File: config.mk
export PLATFORM = sky130hd
export DESIGN_NAME = scc_ctrl
export DESIGN_NICKNAME = d
export VERILOG_FILES = /design/src/scc_pkg.sv /design/src/scc_ctrl.sv
export VERILOG_INCLUDE_DIRS = /design/src
export SDC_FILE = /design/constraint.sdc
export NUM_CORES = 1
export LEC_CHECK = 0
export BUFFER_PORTS_ARGS = -buffer_cell sky130_fd_sc_hd__buf_2
export CORE_MARGIN = 2
export CORE_UTILIZATION = 51
export CTS_BUF_LIST = sky130_fd_sc_hd__clkbuf_4
export DETAILED_ROUTE_END_ITERATION = 16
export PLACE_DENSITY = 0.82
export SLEW_MARGIN = 20
export SYNTH_ARGS = -nofsm -noshare
export SYNTH_HDL_FRONTEND = slang
export SYNTH_SLANG_ARGS = --single-unit
File: constraint.sdc
create_clock -name i_clk -period 2.7 [get_ports i_clk]
set_input_delay 0.27 -clock i_clk [delete_from_list [all_inputs] [get_ports i_clk]]
set_output_delay 0.27 -clock i_clk [all_outputs]
set_load 0.01 [all_outputs]
File: src/scc_cfg.svh
// Constants for the sensor control command register block
// Assumes inclusion by the package and the register block only
`ifndef SCC_CFG_SVH
`define SCC_CFG_SVH
`define SCC_CTRL_ADDR 8'h08
`define SCC_TURNS_ADDR 8'h02
`define SCC_ERR_ADDR 8'h04
`define SCC_BIT_ERRCLR 0
`define SCC_BIT_SLEEP 1
`define SCC_BIT_SPEED 2
`define SCC_BIT_TURNCLR 3
`define SCC_BIT_STLAUNCH 4
`define SCC_CTRL_RESET 8'h00
`define SCC_ERR_RESET 8'h01
`define SCC_CLK_HZ 10000000
`define SCC_LOGIC_ST_MS 10
`define SCC_SIGPATH_ST_MS 40
`define SCC_LOGIC_ST_CYC ((`SCC_CLK_HZ / 1000) * `SCC_LOGIC_ST_MS)
`define SCC_SIGPATH_ST_CYC ((`SCC_CLK_HZ / 1000) * `SCC_SIGPATH_ST_MS)
`endif

File: src/scc_pkg.sv
// Types for the sensor control command register block
// Assumes scc_cfg.svh is on the include path
`include "scc_cfg.svh"
package scc_pkg;
  typedef enum logic [1:0] {ST_IDLE, ST_LOGIC, ST_SIGPATH} scc_st_t;
endpackage : scc_pkg

File: src/scc_ctrl.sv
// Control command register with self-test sequencer and angle offset
// Assumes a serial framer delivering one-cycle write and read strobes
`timescale 1ns/1ps
`default_nettype none
`include "scc_cfg.svh"
module scc_ctrl #(
  parameter int ANG_W = 12,
  parameter int ERR_W = 7,
  parameter int LOGIC_CYC = `SCC_LOGIC_ST_CYC,
  parameter int SIGPATH_CYC = `SCC_SIGPATH_ST_CYC
) (
  input wire logic i_clk,
  input wire logic i_resetn,
  input wire logic i_wr,
  input wire logic i_rd,
  input wire logic [7:0] i_addr,
  input wire logic [7:0] i_wdata,
  output logic [7:0] o_rdata,
  input wire logic [1:0] i_selftest_choice_field,
  input wire logic i_speed_mode_default,
  input wire logic [ERR_W-1:0] i_err_set,
  input wire logic [ANG_W-1:0] i_raw_angle,
  input wire logic [ANG_W-1:0] i_ref_angle,
  output logic [ERR_W-1:0] o_err_flags,
  output logic o_turn_count_clear,
  output logic o_logic_selftest,
  output logic o_sigpath_selftest,
  output logic o_angle_blocked,
  output logic o_avg_allowed,
  output logic o_sleep_kind_select,
  output logic o_speed_mode,
  output logic [ANG_W-1:0] o_angle
);
  scc_pkg::scc_st_t st_q, st_d;
  logic [31:0] cnt_q, cnt_d;
  logic sleep_q, speed_q, boot_q, sigpend_q, sigpend_d;
  logic [ERR_W-1:0] err_q;
  logic [ANG_W-1:0] angle_q;
  logic [1:0] choice_q;

  // Write decode for the control register
  wire ctrl_wr = i_wr && (i_addr == `SCC_CTRL_ADDR);
  wire st_launch = ctrl_wr && i_wdata[`SCC_BIT_STLAUNCH];
  wire err_clr = ctrl_wr && i_wdata[`SCC_BIT_ERRCLR];
  wire [7:0] ctrl_rd = {5'h00, speed_q, sleep_q, 1'b0};

  // Turn-clear pulses for one cycle only, nothing stored; other outputs follow registered state
  assign o_turn_count_clear = ctrl_wr && i_wdata[`SCC_BIT_TURNCLR];
  assign o_logic_selftest = (st_q == scc_pkg::ST_LOGIC);
  assign o_sigpath_selftest = (st_q == scc_pkg::ST_SIGPATH);
  assign o_angle_blocked = (st_q != scc_pkg::ST_IDLE);
  assign o_avg_allowed = speed_q;
  assign o_speed_mode = speed_q;
  assign o_sleep_kind_select = sleep_q;
  assign o_err_flags = err_q;
  assign o_angle = angle_q;

  // Config bits; speed default caught on first clock after reset
  always_ff @(posedge i_clk or negedge i_resetn) begin
    if (!i_resetn) begin
      sleep_q <= 1'b0;
      speed_q <= 1'b0;
      boot_q <= 1'b1;
    end else begin
      boot_q <= 1'b0;
      if (boot_q) begin
        speed_q <= i_speed_mode_default;
      end else if (ctrl_wr) begin
        speed_q <= i_wdata[`SCC_BIT_SPEED];
      end
      if (ctrl_wr) begin
        sleep_q <= i_wdata[`SCC_BIT_SLEEP];
      end
    end
  end

  // Sticky error flags, new events win over the clear
  always_ff @(posedge i_clk or negedge i_resetn) begin
    if (!i_resetn) begin
      err_q <= ERR_W'(`SCC_ERR_RESET);
    end else begin
      err_q <= (err_clr ? '0 : err_q) | i_err_set;
    end
  end

  // Output angle minus reference, wraps modulo a turn
  always_ff @(posedge i_clk or negedge i_resetn) begin
    if (!i_resetn) begin
      angle_q <= '0;
    end else if (st_q == scc_pkg::ST_IDLE) begin
      angle_q <= i_raw_angle - i_ref_angle;
    end
  end

  // Read data register
  always_ff @(posedge i_clk or negedge i_resetn) begin
    if (!i_resetn) begin
      o_rdata <= 8'h00;
    end else if (i_rd) begin
      case (i_addr)
        `SCC_CTRL_ADDR: o_rdata <= ctrl_rd;
        `SCC_ERR_ADDR: o_rdata <= 8'(err_q);
        default: o_rdata <= 8'h00;
      endcase
    end
  end

  // Self-test sequencer: bit0 of choice logic test, bit1 signal path test
  always_comb begin
    st_d = st_q;
    cnt_d = cnt_q;
    sigpend_d = sigpend_q;
    case (st_q)
      scc_pkg::ST_IDLE: begin
        if (st_launch && choice_q[0]) begin
          st_d = scc_pkg::ST_LOGIC;
          cnt_d = 32'(LOGIC_CYC - 1);
          sigpend_d = choice_q[1];
        end else if (st_launch && choice_q[1]) begin
          st_d = scc_pkg::ST_SIGPATH;
          cnt_d = 32'(SIGPATH_CYC - 1);
          sigpend_d = 1'b0;
        end
      end
      scc_pkg::ST_LOGIC: begin
        if (cnt_q != 32'h0) begin
          cnt_d = cnt_q - 32'h1;
        end else if (sigpend_q) begin
          st_d = scc_pkg::ST_SIGPATH;
          cnt_d = 32'(SIGPATH_CYC - 1);
          sigpend_d = 1'b0;
        end else begin
          st_d = scc_pkg::ST_IDLE;
        end
      end
      scc_pkg::ST_SIGPATH: begin
        if (cnt_q != 32'h0) begin
          cnt_d = cnt_q - 32'h1;
        end else begin
          st_d = scc_pkg::ST_IDLE;
        end
      end
      default: st_d = scc_pkg::ST_IDLE;
    endcase
  end

  // Sequencer state; choice field sampled each cycle
  always_ff @(posedge i_clk or negedge i_resetn) begin
    if (!i_resetn) begin
      st_q <= scc_pkg::ST_IDLE;
      cnt_q <= 32'h0;
      sigpend_q <= 1'b0;
      choice_q <= 2'h0;
    end else begin
      st_q <= st_d;
      cnt_q <= cnt_d;
      sigpend_q <= sigpend_d;
      choice_q <= i_selftest_choice_field;
    end
  end

  // Assertions
  AST_CMD_READS_ZERO: assert property (@(posedge i_clk) disable iff (!i_resetn)
    (i_rd && i_addr == `SCC_CTRL_ADDR) |=> (o_rdata[7:3] == 5'h00 && o_rdata[0] == 1'b0))
    else $error("command bits read nonzero");
  AST_UNUSED_ZERO: assert property (@(posedge i_clk) disable iff (!i_resetn)
    (i_rd && i_addr == `SCC_CTRL_ADDR) |=> o_rdata[7:5] == 3'h0)
    else $error("unused bits nonzero");
  AST_TURN_PULSE: assert property (@(posedge i_clk) disable iff (!i_resetn)
    o_turn_count_clear |->
      (i_wr && i_addr == `SCC_CTRL_ADDR && i_wdata[`SCC_BIT_TURNCLR])
      ##1 (!o_turn_count_clear || i_wr))
    else $error("turn clear not tied to write");
  AST_ERR_CLEAR: assert property (@(posedge i_clk) disable iff (!i_resetn)
    (err_clr && i_err_set == '0) |=> o_err_flags == '0)
    else $error("error flags not cleared");
  AST_ERR_STICKY: assert property (@(posedge i_clk) disable iff (!i_resetn)
    (!err_clr) |=> ((o_err_flags & $past(o_err_flags)) == $past(o_err_flags)))
    else $error("error flag dropped");
  AST_SPEED_WRITE: assert property (@(posedge i_clk) disable iff (!i_resetn)
    (ctrl_wr && !boot_q) |=> o_speed_mode == $past(i_wdata[2]))
    else $error("speed override not taken");
  AST_SPEED_BOOT: assert property (@(posedge i_clk) disable iff (!i_resetn)
    (boot_q && i_resetn) |=> o_speed_mode == $past(i_speed_mode_default))
    else $error("speed default not loaded");
  AST_AVG: assert property (@(posedge i_clk) disable iff (!i_resetn)
    o_avg_allowed == o_speed_mode)
    else $error("averaging gate wrong");
  // Averaging gate must match the speed bit that software reads back
  AST_AVG_READBACK: assert property (@(posedge i_clk) disable iff (!i_resetn)
    (i_rd && i_addr == `SCC_CTRL_ADDR) |=> o_rdata[`SCC_BIT_SPEED] == $past(o_avg_allowed))
    else $error("averaging gate differs from speed bit");
  AST_LAUNCH: assert property (@(posedge i_clk) disable iff (!i_resetn)
    (st_q == scc_pkg::ST_IDLE && st_launch && choice_q != 2'h0) |=> o_angle_blocked)
    else $error("self-test not launched");
  AST_BLOCK: assert property (@(posedge i_clk) disable iff (!i_resetn)
    o_angle_blocked |=> $stable(o_angle))
    else $error("angle changed during self-test");
  AST_ANGLE: assert property (@(posedge i_clk) disable iff (!i_resetn)
    (i_resetn && st_q == scc_pkg::ST_IDLE) |=>
      o_angle == $past(i_raw_angle) - $past(i_ref_angle))
    else $error("output angle wrong");
  COV_LOGIC: cover property (@(posedge i_clk) disable iff (!i_resetn) o_logic_selftest);
  COV_SIGPATH: cover property (@(posedge i_clk) disable iff (!i_resetn) o_sigpath_selftest);
  COV_ERRCLR: cover property (@(posedge i_clk) disable iff (!i_resetn) err_clr);
endmodule : scc_ctrl
`default_nettype wire

=== Yosys cells after proc, flatten, opt, wreduce, memory -nomap -nowiden ===
Cells that the tools add are included.

* $add $sub $neg: 2
* Eq/ne operators: 9
* Muxes and demuxes: 20
* Bitwise gates (word level): 1
* Reductions and logical operators: 15

{| class="wikitable"
|+ Operator list
! cell !! count
|-
| 32-bit two-way mux || 5
|-
| 32-bit case mux with 3 select lines || 1
|-
| 32-bit nonzero test || 1
|-
| 32-bit by 1-bit subtractor with 32-bit output, second input constant || 1
|-
| 7-bit case mux with 2 select lines || 1
|-
| 12-bit subtractor || 1
|-
| 2-bit two-way mux || 5
|-
| 8-bit by 3-bit == test with 1-bit output, second input constant || 1
|-
| 8-bit by 4-bit == test with 1-bit output, second input constant || 1
|-
| 7-bit two-way mux || 1
|-
| 7-bit OR || 1
|-
| 1-bit logical AND || 6
|-
| 3-bit by 1-bit inequality test with 1-bit output, second input constant || 2
|-
| 2-bit case mux with 3 select lines || 1
|-
| 3-bit AND reduction || 2
|-
| 2-bit nonzero test || 3
|-
| 1-bit two-way mux || 5
|-
| 2-bit inequality test, second input constant || 2
|-
| 4-bit AND reduction || 1
|-
| 3-bit nonzero test || 1
|-
| 2-bit by 1-bit == test with 1-bit output, second input constant || 1
|-
| 2-bit == test, second input constant || 1
|-
| 2-bit zero test || 1
|-
| 2-bit by 1-bit inequality test with 1-bit output, second input constant || 1
|-
| 1-bit case mux with 2 select lines || 1
|}

* Register bits: 67
* Input bits: 54
* Output and inout bits: 34

=== Longest topological paths before layout ===
Gate-level depths: netlist of the first run.

* Depth in word-level cells: 7
* Depth in mapped cells: 12
* Depth with buffers taken out: 9

=== Least setup slack after synthesis of the first run ===
No wires, ideal clock.

* Kind: register to register
* Start: reg cnt_q[0]
* End: reg cnt_q[21]
* Library setup time: 0.122 ns
* Arrival time: 2.884 ns
* Required time: 2.578 ns
* Slack: -0.306 ns
* Stages on the path, launching flop included: 12
* Cells stage by stage: dfrtp_1 -> inv_1 -> ha_1 -> or4b_2 -> nor4_1 -> or3b_1 -> buf_2 -> o211ai_2 -> buf_6 -> buf_6 -> o21ai_1 -> a32o_1

* Word-level cells in the longest chain between the ends: 3
* Elaborated cells on any way between the ends: 8

{| class="wikitable"
|+ Ends and longest elaborated chain
! element !! line !! RTL
|-
| from (decl) || scc_ctrl.sv:35 || <nowiki>logic [31:0] cnt_q, cnt_d;</nowiki>
|-
| from (signal assigned) || scc_ctrl.sv:156 || <nowiki>cnt_q <= cnt_d;</nowiki>
|-
| 32-bit by 1-bit subtractor with 32-bit output / 32-bit nonzero test (equally long branches) || n/a ||
|-
| 32-bit two-way mux (tied with other cells) || scc_ctrl.sv:137 || <nowiki>if (cnt_q != 32'h0) begin</nowiki>
|-
| 32-bit case mux with 3 select lines / 4-bit AND reduction (equally long branches) || n/a ||
|}

Several ways; a longest one is shown, not always the timed one. The select of a mux whose other input is x is not followed.
A chain may end at the register's enable or synchronous reset.

=== Worst setup path in the final report of the first run ===
* Start: reg cnt_q[22]
* End: reg cnt_q[13]

* Word-level cells in the longest chain between the ends: 3
* Elaborated cells on any way between the ends: 6

{| class="wikitable"
|+ Ends and longest elaborated chain
! element !! line
|-
| 32-bit nonzero test * || scc_ctrl.sv:126, scc_ctrl.sv:137
|-
| 3-bit by 1-bit inequality test with 1-bit output (no source line) (tied with other cells) || n/a
|-
| 4-bit AND reduction (no source line) / 32-bit case mux with 3 select lines (equally long branches) || n/a
|}

Mark *: on every way between the ends. The rest lies on a longest branch, timed or not.

==> results.toml, run 1 <==
[drt]
post_drt_wl_per_cell_um = 16.35
vias_per_cell = 5.891
num_vias = 3959
postRouteAntennaNets = 0
drc = 0
wirelength_mm = 10.99
first_iter_violations = 259
drtPass1Iterations = 5

[timing]
timing.fmax_mhz = 359.1
clock_skew_ns = 0.02101
rsz0062_at_grt = "true"
hold_viol_final = 0
slew_headroom_pct = 46.15
drv_slew = 0
fin_crit_sh_pct = 103.1
finalSetupViolations = 23
fin_tns_setup_ns = -1.393
worst_slew_pin_slew_ns = 0.8078
setup_ws_ns = -0.08444
min_period_ns = 2.784

[layout]
nNetsFinal = 638
drive_gt1_share_pct = 35.31
stdcell_count = 672
syn_to_final_growth_pct = 34.87

[logic_synthesis]
syn_inst = 428
synth-simple-area-share_pct = 17.87
muxShareOfSynthArea_pct = 2.273
synth_compound_area_share_pct = 25.26
ys_seq_elements = 66
async_reset_ff_share_pct = 100.0
ys.flop_type = "dfrtp_1"
syn_area_um2 = 3907
yosysSeqAreaShare_pct = 42.33
synth-xor-area-share_pct = 0.8966
synth_edf_count = 0
synth_cell_types = 64
synth_top_family_by_area = "compound AO/OA/AOI/OAI gates"
yosys_warnings = 0
synthAdderAreaFrac_pct = 5.636
postSynthAreaPerCell_um2 = 9.130

[worst_setup_path]
rr_endpoint = "cnt_q[13]"
cp_max_fo = 6
crit_path_start_kind = "flip-flop"
startpoint = "cnt_q[22]"
worstRegToRegCells = 7
endpoint = "cnt_q[13]"
path_class = "reg -> reg"
critPathArrivalTime_ns = 3.11
crit_required_ns = 3.02
r2r_start = "cnt_q[22]"
end_kind = "flip-flop"
regToRegSetupSlack_ns = -0.08

[cts]
clock_latency_ns = 0.44
cts_tree = "yes"
clk_pin_slew_ns = 0.12
cts_made_buffers = 9
h-tree-depth = 3
cts-root-buf = "clkbuf_4"
cts.sinks = 66
clk_path_buf_depth = 2

[floorplanning]
die_h_um = 91.53
rows = 31
start_util_pct = 53.30
ios = 88
die_w_um = 91.53
fp.dieArea_um2 = 8378
core-area_um2 = 7331

[min_path]
whs_path_depth = 3
hp-class = "in -> reg"

[placement]
gp_congestion = 0.9459
port_buffers = 83
dp_hpwl_mm = 7.438
place_ws_ns = -0.2505
post-place-cells = 637

[pwr]
leakagePower_nw = 2.468
peakVddDrop_mv = 0.6083
total_power_w = 0.004374
powerDensity_nw_per_um2 = 830.0

[global_route]
grt_first_pass_wirelength_mm = 17.34
antenna_found_initial = 1
grt.total_usage_pct = 25.36
grt_max_degree = 35
grt_pass1_vias = 3794
grt_remaining_overflow = 0

[flow_run]
drv_cap = 0

[status]
violations = "setup timing"
status = "finished, violations left"
layout make-up:
| class | instances | area, µm² |
|---|---|---|
| diodes | 1 | 2.502 |
| well taps | 99 | 123.9 |
| multi-input cells | 314 | 2206 |
| clock inverters | 7 | 101.3 |
| flip-flops and latches | 66 | 1654 |
| fillers | 522 | 2061 |
| repair buffers | 146 | 1002 |
| inverters | 30 | 112.6 |
| clock buffers | 9 | 67.56 |
metrics by stage:
step           cell area (µm²)  hold WS [ns]  util, %
2_1_floorplan             3925      -0.02559        -
3_3_place_gp              4700        0.3811    64.11
3_5_place_dp              4700        0.3824    64.11
4_1_cts                   5062       0.03046    69.06
5_1_grt                   5270       0.03671    71.89
6_report                  5270       0.03711    71.89
critical path: stages, from the launching register on:
cell      delay (ns)
dfrtp_1         0.39
or4_4           0.55
or4b_4          0.52
or3b_4          0.47
o211ai_4        0.29
buf_6           0.18
o21ai_2         0.05
a22o_1          0.22
routing by layer:
metal / up-vias / routed length, µm / share of wire [%] / GRT usage (%)
li1: 1865 / - / - / -
met4: 0 / 344 / 3.1 / 10.86
met3: 34 / 731 / 6.7 / 3.900
met1: 1891 / 4576 / 42 / 32.64
met5: - / 0 / 0 / 0
met2: 169 / 5334 / 49 / 42.34
how the worst min path moves through the flow:
stage	slack, ns	startpoint	to
final	0.04	i_speed_mode_default	o_avg_allowed
after global routing	0.04	i_wdata[1]	o_sleep_kind_select
after CTS	0.03	i_speed_mode_default	o_avg_allowed
after detailed placement	0.38	i_selftest_choice_field[0]	choice_q[0]
after global placement	0.38	i_selftest_choice_field[0]	choice_q[0]
after floorplan	-0.03	i_resetn	choice_q[0]
where the power goes:
part           switching, W  leakage, nW  internal [W]
logic               0.00123         1.57       0.00102
registers          0.000143        0.819       0.00119
clock network      0.000404       0.0827      0.000381
total               0.00178         2.47       0.00259
cell usage after synthesis (5+ instances only):
cell type  number  area (µm²)
o21a_1          9       67.56
nor2_1         37       138.9
clkbuf_1        8       30.03
dfrtp_1        64        1602
mux2_2          7       78.83
nor4_1         10       62.56
ha_1           16       200.2
a21oi_1        11       55.05
o21ai_0        51       255.2
a31oi_1         5       31.28
a22o_1         11       96.34
nor2b_1         6       37.54
a21o_1         10       75.07
inv_1          29       108.9
nor3_1         20       100.1
or4_1           7       52.55
nand2_1        29       108.9
or3_1           5       31.28
o31ai_1         5       37.54
what timing repair did:
item                                    4_1_cts  5_1_grt
setup buffers                                 3        3
gates cloned                                  0        2
pin swaps                                     7       34
endpoints found under the hold margin        41        0
hold buffers                                 10        0
resized for setup                            24       50
endpoints found under the setup margin       35       33
cell families after synthesis:
logic type	count (synthesis)
flops	66
buf+inv	49
other cells	1
compound gates	145
simple gates	138
mux	8
xor+xnor	4
fa+ha+maj	17
registers in the layout, summed over array words and instances (netlist names):
register             flops
cnt_q                   32
o_angle                 12
o_err_flags              7
o_rdata                  7
choice_q                 2
st_q                     2
boot_q                   1
o_avg_allowed            1
o_sleep_kind_select      1
sigpend_q                1
cells in the final DEF (no fill, tap or decap), types with 10 or more instances in the layout:
cell type	synthesis	routed
nand2_1	29	29
a21oi_1	11	11
ha_1	16	16
a22o_1	11	11
o21ai_2	2	20
dfrtp_1	64	64
buf_2	4	83
nor2_1	37	35
o21ai_0	51	28
nor3_1	20	20
inv_1	29	29
a21o_1	10	10
buf_4	2	40
dlygate4sd3_1	0	10
Note: power is estimated with default switching activity, not from simulation.
==> run 2, diff against run 1 <==
--- a/config.mk
+++ b/config.mk
@@ -6,12 +6,13 @@
 export SDC_FILE = /design/constraint.sdc
 export NUM_CORES = 1
 export LEC_CHECK = 0
+export ABC_AREA = 1
 export BUFFER_PORTS_ARGS = -buffer_cell sky130_fd_sc_hd__buf_2
 export CORE_MARGIN = 2
 export CORE_UTILIZATION = 51
-export CTS_BUF_LIST = sky130_fd_sc_hd__clkbuf_4
+export CTS_BUF_LIST = sky130_fd_sc_hd__clkbuf_16
 export DETAILED_ROUTE_END_ITERATION = 16
-export PLACE_DENSITY = 0.82
+export PLACE_DENSITY = 0.8
 export SLEW_MARGIN = 20
 export SYNTH_ARGS = -nofsm -noshare
 export SYNTH_HDL_FRONTEND = slang
==> results.toml, run 2 <==
[status]
status = "completed"

[logic_synthesis]
synth-xor-area-share_pct = 3.033
netlist.area_leader.share_pct = 34.66
yosys_warnings = 0
synth_area_leaders = "dfrtp_1, nand2_1, nor2_1"
synth_top_family_by_area = "simple AND/OR/NAND/NOR gates"
ys.flop_type = "dfrtp_1"
muxShareOfSynthArea_pct = 0
async_reset_ff_share_pct = 100.0
postSynthAreaPerCell_um2 = 6.969
syn_area_um2 = 4621
ys_top_cells_by_count = "nand2_1, nor2_1, inv_1"
yosysMostFrequentCell = "nand2_1"
synth_edf_count = 0
synth_compound_area_share_pct = 11.05
yosysSeqAreaShare_pct = 35.80
ys_seq_elements = 66
syn_inst = 663
synthAdderAreaFrac_pct = 4.766
synth-simple-area-share_pct = 36.93
synth_cell_types = 40
yosys.area.top_type = "dfrtp_1"

[timing]
drv_slew = 0
worst_slew_pin_slew_ns = 0.6753
fin_tns_setup_ns = 0
fin_crit_sh_pct = 83.56
setup_ws_ns = 0.4438
min_period_ns = 2.256
hold_viol_final = 0
rsz0062_at_grt = "false"
finalSetupViolations = 0
slew_headroom_pct = 54.98
timing.fmax_mhz = 443.2
clock_skew_ns = 0.009663

[floorplanning]
rows = 34
fp.dieArea_um2 = 9838
core-area_um2 = 8763
ios = 88
start_util_pct = 52.73
die_w_um = 99.19
die_h_um = 99.19

[global_route]
grt.total_usage_pct = 25.39
use_met2_pct = 43.66
grt_first_pass_wirelength_mm = 20.44
grt_pass1_vias = 4660
grtUsageMet1_pct = 30.49
grt_remaining_overflow = 0
antenna_found_initial = 0
grt_max_degree = 33
grt-busiest-layer = "met2"
grt_use_met3_pct = 6.535

[placement]
port_buffers = 83
place_ws_ns = 0.4875
gp_congestion = 0.9754
dp_hpwl_mm = 8.810

[drt]
first_iter_violations = 287
post_drt_wl_per_cell_um = 13.66
vias_per_cell = 5.426
postRouteAntennaNets = 0
num_vias = 4666
drc = 0
wirelength_mm = 11.75
drtPass1Iterations = 5

[worst_setup_path]
crit_required_ns = 2.97
crit_path_start_kind = "flip-flop"
regToRegSetupSlack_ns = 0.44
cp_max_fo = 25
end_kind = "flip-flop"
critPathArrivalTime_ns = 2.52
path_class = "reg -> reg"

[cts]
h-tree-depth = 3
cts_tree = "yes"
clock_latency_ns = 0.34
cts_setup_buffers = 0
cts.sinks = 66
cts_resized = 0
clk_path_buf_depth = 2
ctsHoldBuffers = 1
cts_made_buffers = 9
clk_pin_slew_ns = 0.06
cts-root-buf = "clkbuf_16"

[layout]
final_common_cell = "nand2_1"
syn_to_final_growth_pct = 17.36
antenna_cells = 0
regMostFlops = "cnt_q"
nNetsFinal = 818
drive_gt1_share_pct = 17.95
final_cell_mix = "nand2_1, nor2_1, buf_2"
largest_reg_flops = 32

[pwr]
peakVddDrop_mv = 0.5226
leakagePower_nw = 2.892
powerDensity_nw_per_um2 = 768.2
total_power_w = 0.004166

[min_path]
hp-class = "in -> reg"

[flow_run]
drv_cap = 0
## run 2: changes by cell type after synthesis, sizes merged, moves of 11 or more
cell    before  now
nand2       29  186
nand3        4   68
nor2        37   94
inv         29   70
nand4        1   25
o21ai       55   37
nor3        20    4
o21bai       0   16
a21oi       11   23
a22o        11    0
## run 2: kinds of logic after synthesis
logic type	after synthesis
simple gates	381
buf+inv	94
compound gates	88
flops	66
fa+ha+maj	17
xor+xnor	16
other cells	1
## run 2: worst paths after layout
kind                                            start          end  cells after the start
setup reg to reg                             cnt_q[0]     cnt_q[1]                     11
hold / removal             i_selftest_choice_field[0]  choice_q[0]                      1
min in group asynchronous                    i_resetn   o_rdata[3]                      2
hold reg to reg                            o_rdata[6]   o_rdata[6]                      2
setup / recovery                             cnt_q[0]     cnt_q[1]                     11
max in group asynchronous                    i_resetn    cnt_q[21]                      3
## run 2: area by class of cell
type,count,area [µm²]
Inverter,75,284.0
Clock buffer,9,225.2
Fill cell,808,3341
Tap cell,108,135.1
Timing Repair Buffer,91,478.0
Clock inverter,7,61.31
Multi-Input combinational cell,504,2585
Sequential cell,66,1654
## run 2: worst max-delay path, cell delays in order (launching register included)
cell and delay [ns]:
dfrtp_1 0.36, inv_1 0.12, ha_1 0.26, nand2_2 0.15
nor2_8 0.20, nand2_2 0.09, nor2_4 0.10, nand3_2 0.11
nand3_4 0.31, buf_4 0.24, nor2_1 0.09, a21oi_1 0.14
## run 2: metrics by stage
step / hold WS (ns) / utilization [%] / area, µm² / cells
finish: 0.03797 / 61.88 / 5423 / 860
global route: 0.03610 / 61.88 / 5423 / 860
CTS: 0.03094 / 61.88 / 5423 / 860
detailed placement: 0.3525 / 58.50 / 5126 / 843
global placement: 0.3516 / 58.50 / 5126 / 843
floorplan: -0.02559 / - / 4624 / 664
## run 2: report_power, final
part           switching, W  internal, W  total (W)
combinational       0.00113     0.000534    0.00166
sequential         0.000178      0.00120    0.00138
clock              0.000487     0.000637    0.00112
total               0.00179      0.00237    0.00417
## run 2: layer usage
layer / share of wire (%) / routed length (µm)
met5: 0 / 0
met4: 2.1 / 251
met3: 6.5 / 760
met2: 48 / 5669
met1: 43 / 5070
==> run 3, diff against run 2 <==
--- a/config.mk
+++ b/config.mk
@@ -9,10 +9,10 @@
 export ABC_AREA = 1
 export BUFFER_PORTS_ARGS = -buffer_cell sky130_fd_sc_hd__buf_2
 export CORE_MARGIN = 2
-export CORE_UTILIZATION = 51
+export CORE_UTILIZATION = 56
 export CTS_BUF_LIST = sky130_fd_sc_hd__clkbuf_16
 export DETAILED_ROUTE_END_ITERATION = 16
-export PLACE_DENSITY = 0.8
+export PLACE_DENSITY = 0.84
 export SLEW_MARGIN = 20
 export SYNTH_ARGS = -nofsm -noshare
 export SYNTH_HDL_FRONTEND = slang
==> constraint.sdc (replaced) <==
create_clock -name i_clk -period 2.14 [get_ports i_clk]
set_input_delay 0.214 -clock i_clk [delete_from_list [all_inputs] [get_ports i_clk]]
set_output_delay 0.214 -clock i_clk [all_outputs]
set_load 0.01 [all_outputs]
==> results.toml, run 3 (synthesis gave the netlist of run 2 again) <==
[status]
status = "completed"

[pwr]
internal_power_w = 0.003266
p_comb_share_pct = 40.0
total_power_w = 0.005563
power_frac_seq_pct = 31.5
powerDensity_nw_per_um2 = 998.0
switchingPower_w = 0.002297
peakVddDrop_mv = 0.8038
swShare_pct = 41.29
leakagePower_nw = 2.956
p_clk_share_pct = 28.5

[drt]
vias_per_cell = 5.528
wirelength_mm = 12.46
drc = 0
first_iter_violations = 348
postRouteAntennaNets = 0
post_drt_wl_per_cell_um = 14.37
drtPass1Iterations = 8
num_vias = 4793

[cts]
cts_tree = "yes"
clock_latency_ns = 0.34
clk_pin_slew_ns = 0.06
clk_path_buf_depth = 2
h-tree-depth = 3
cts_setup_buffers = 0
cts_made_buffers = 9
cts-root-buf = "clkbuf_16"
cts.sinks = 66

[placement]
port_buffers = 83
gp_congestion = 0.9819
dp_hpwl_mm = 8.802
placed_cell_area_um2 = 5200
place_ws_ns = 0.1368

[timing]
timing.fmax_mhz = 491.1
fin_crit_sh_pct = 95.14
slew_headroom_pct = 61.46
hold-worst-slack_ns = 0.06931
clock_skew_ns = 0.005204
worst_slew_pin_slew_ns = 0.5781
fin_tns_setup_ns = 0
setup_ws_ns = 0.1039
min_period_ns = 2.036
hold_viol_final = 0
drv_slew = 0
finalSetupViolations = 0

[worst_setup_path]
critPathArrivalTime_ns = 2.25
crit_required_ns = 2.35
cp_max_fo = 19
cp_slowest_cell = "dfrtp_1"
r2r_start = "cnt_q[0]"
crit_path_start_kind = "flip-flop"
critPathMaxStageDelay_ns = 0.35
path_class = "reg -> reg"
end_kind = "flip-flop"
startpoint = "cnt_q[0]"
worstPathCellList = "inv_1 > ha_2 > nand2_2 > nor2_8 > nand2_2 > nor2_4 > nand3_2 > nand3_4 > inv_4 > o21ai_0 > o21ai_0"

[floorplanning]
core-area_um2 = 8093
ios = 88
rows = 33
die_h_um = 94.84
die_w_um = 94.84
start_util_pct = 57.10
fp.dieArea_um2 = 8994

[global_route]
antenna_found_initial = 0
grt_first_pass_wirelength_mm = 20.88
grt.total_usage_pct = 29.52
grt_pass1_vias = 4547
grt_remaining_overflow = 0
grt_max_degree = 26

[flow_run]
drv_cap = 0

[layout]
largest_reg_flops = 32
final_common_cell = "nand2_1"
syn_to_final_growth_pct = 20.63
finalInstanceArea_um2 = 5574
antenna_cells = 0
nNetsFinal = 828
drive_gt1_share_pct = 19.29
final_cell_mix = "nand2_1, nor2_1, buf_2"
fill_cells = 664
regMostFlops = "cnt_q"

[min_path]
hold_start = "i_err_set[5]"
hp-class = "in -> reg"
run 3: changes by cell type in the layout (fill, tap and decap cells not counted), sizes merged:
cell / before / now
dlygate4sd3: 1 / 3
bufinv: 0 / 2
buf: 90 / 97
clkinv: 7 / 9
inv: 73 / 69
clkinvlp: 2 / 3
run 3: stage by stage:
stage	utilization, %	cells
detailed placement	64.25	847
global route	68.88	867
floorplan	-	664
global placement	64.25	847
CTS	68.57	866
finish	68.88	867
run 3: worst paths after layout:
| check | endpoint | slack (ns) | cells after the start |
|---|---|---|---|
| worst min-delay path | o_err_flags[5] | 0.07 | 2 |
| min in group asynchronous | cnt_q[6] | 0.42 | 2 |
| worst max register to register | cnt_q[4] | 0.10 | 11 |
| worst max-delay path | cnt_q[4] | 0.10 | 11 |
| max in group asynchronous | o_err_flags[0] | 1.08 | 3 |
| worst min register to register | o_rdata[3] | 0.48 | 2 |
run 3: worst max-delay path: cells and delay by family, from the launching register on:
kind	cells	cell delay, ns
AND/OR/NAND/NOR	6	0.77
flip-flops	1	0.35
buffers and inverters	2	0.31
AO/OA/AOI/OAI	2	0.23
adder cells (fa/ha/maj)	1	0.24
run 3: power groups by stage:
stage	Combinational, W	Clock [W]	Sequential [W]
floorplan	0.00147	0	0.00176
global placement	0.00205	0	0.00174
detailed placement	0.00211	0	0.00175
CTS	0.00214	0.00159	0.00174
global route	0.00248	0.00166	0.00177
finish	0.00223	0.00159	0.00175
run 3: per-layer routing:
layer	vias to the layer above	part of all wire, %	global-route usage (%)
li1	2351	-	-
met1	2213	41	36.22
met2	193	48	49.41
met3	36	7.4	7.981
met4	0	2.9	11.59
met5	-	0	0
run 3: final cells by class:
type	instances	area (µm²)	share of cell area (%)
timing repair inverter	1	5.005	0.08979
inverter	75	287.8	5.163
clock buffer	9	225.2	4.040
clock inverter	7	93.84	1.684
tap	105	131.4	2.357
timing repair buffer	100	575.6	10.33
multi-input combinational	504	2601	46.67
sequential	66	1654	29.67
run 3: timing repair:
action / 4_1_cts / 5_1_grt
endpoints found under the setup margin: 0 / 9
gates resized for setup: 0 / 6
hold buffers: 3 / 0
endpoints found under the hold margin: 21 / 0
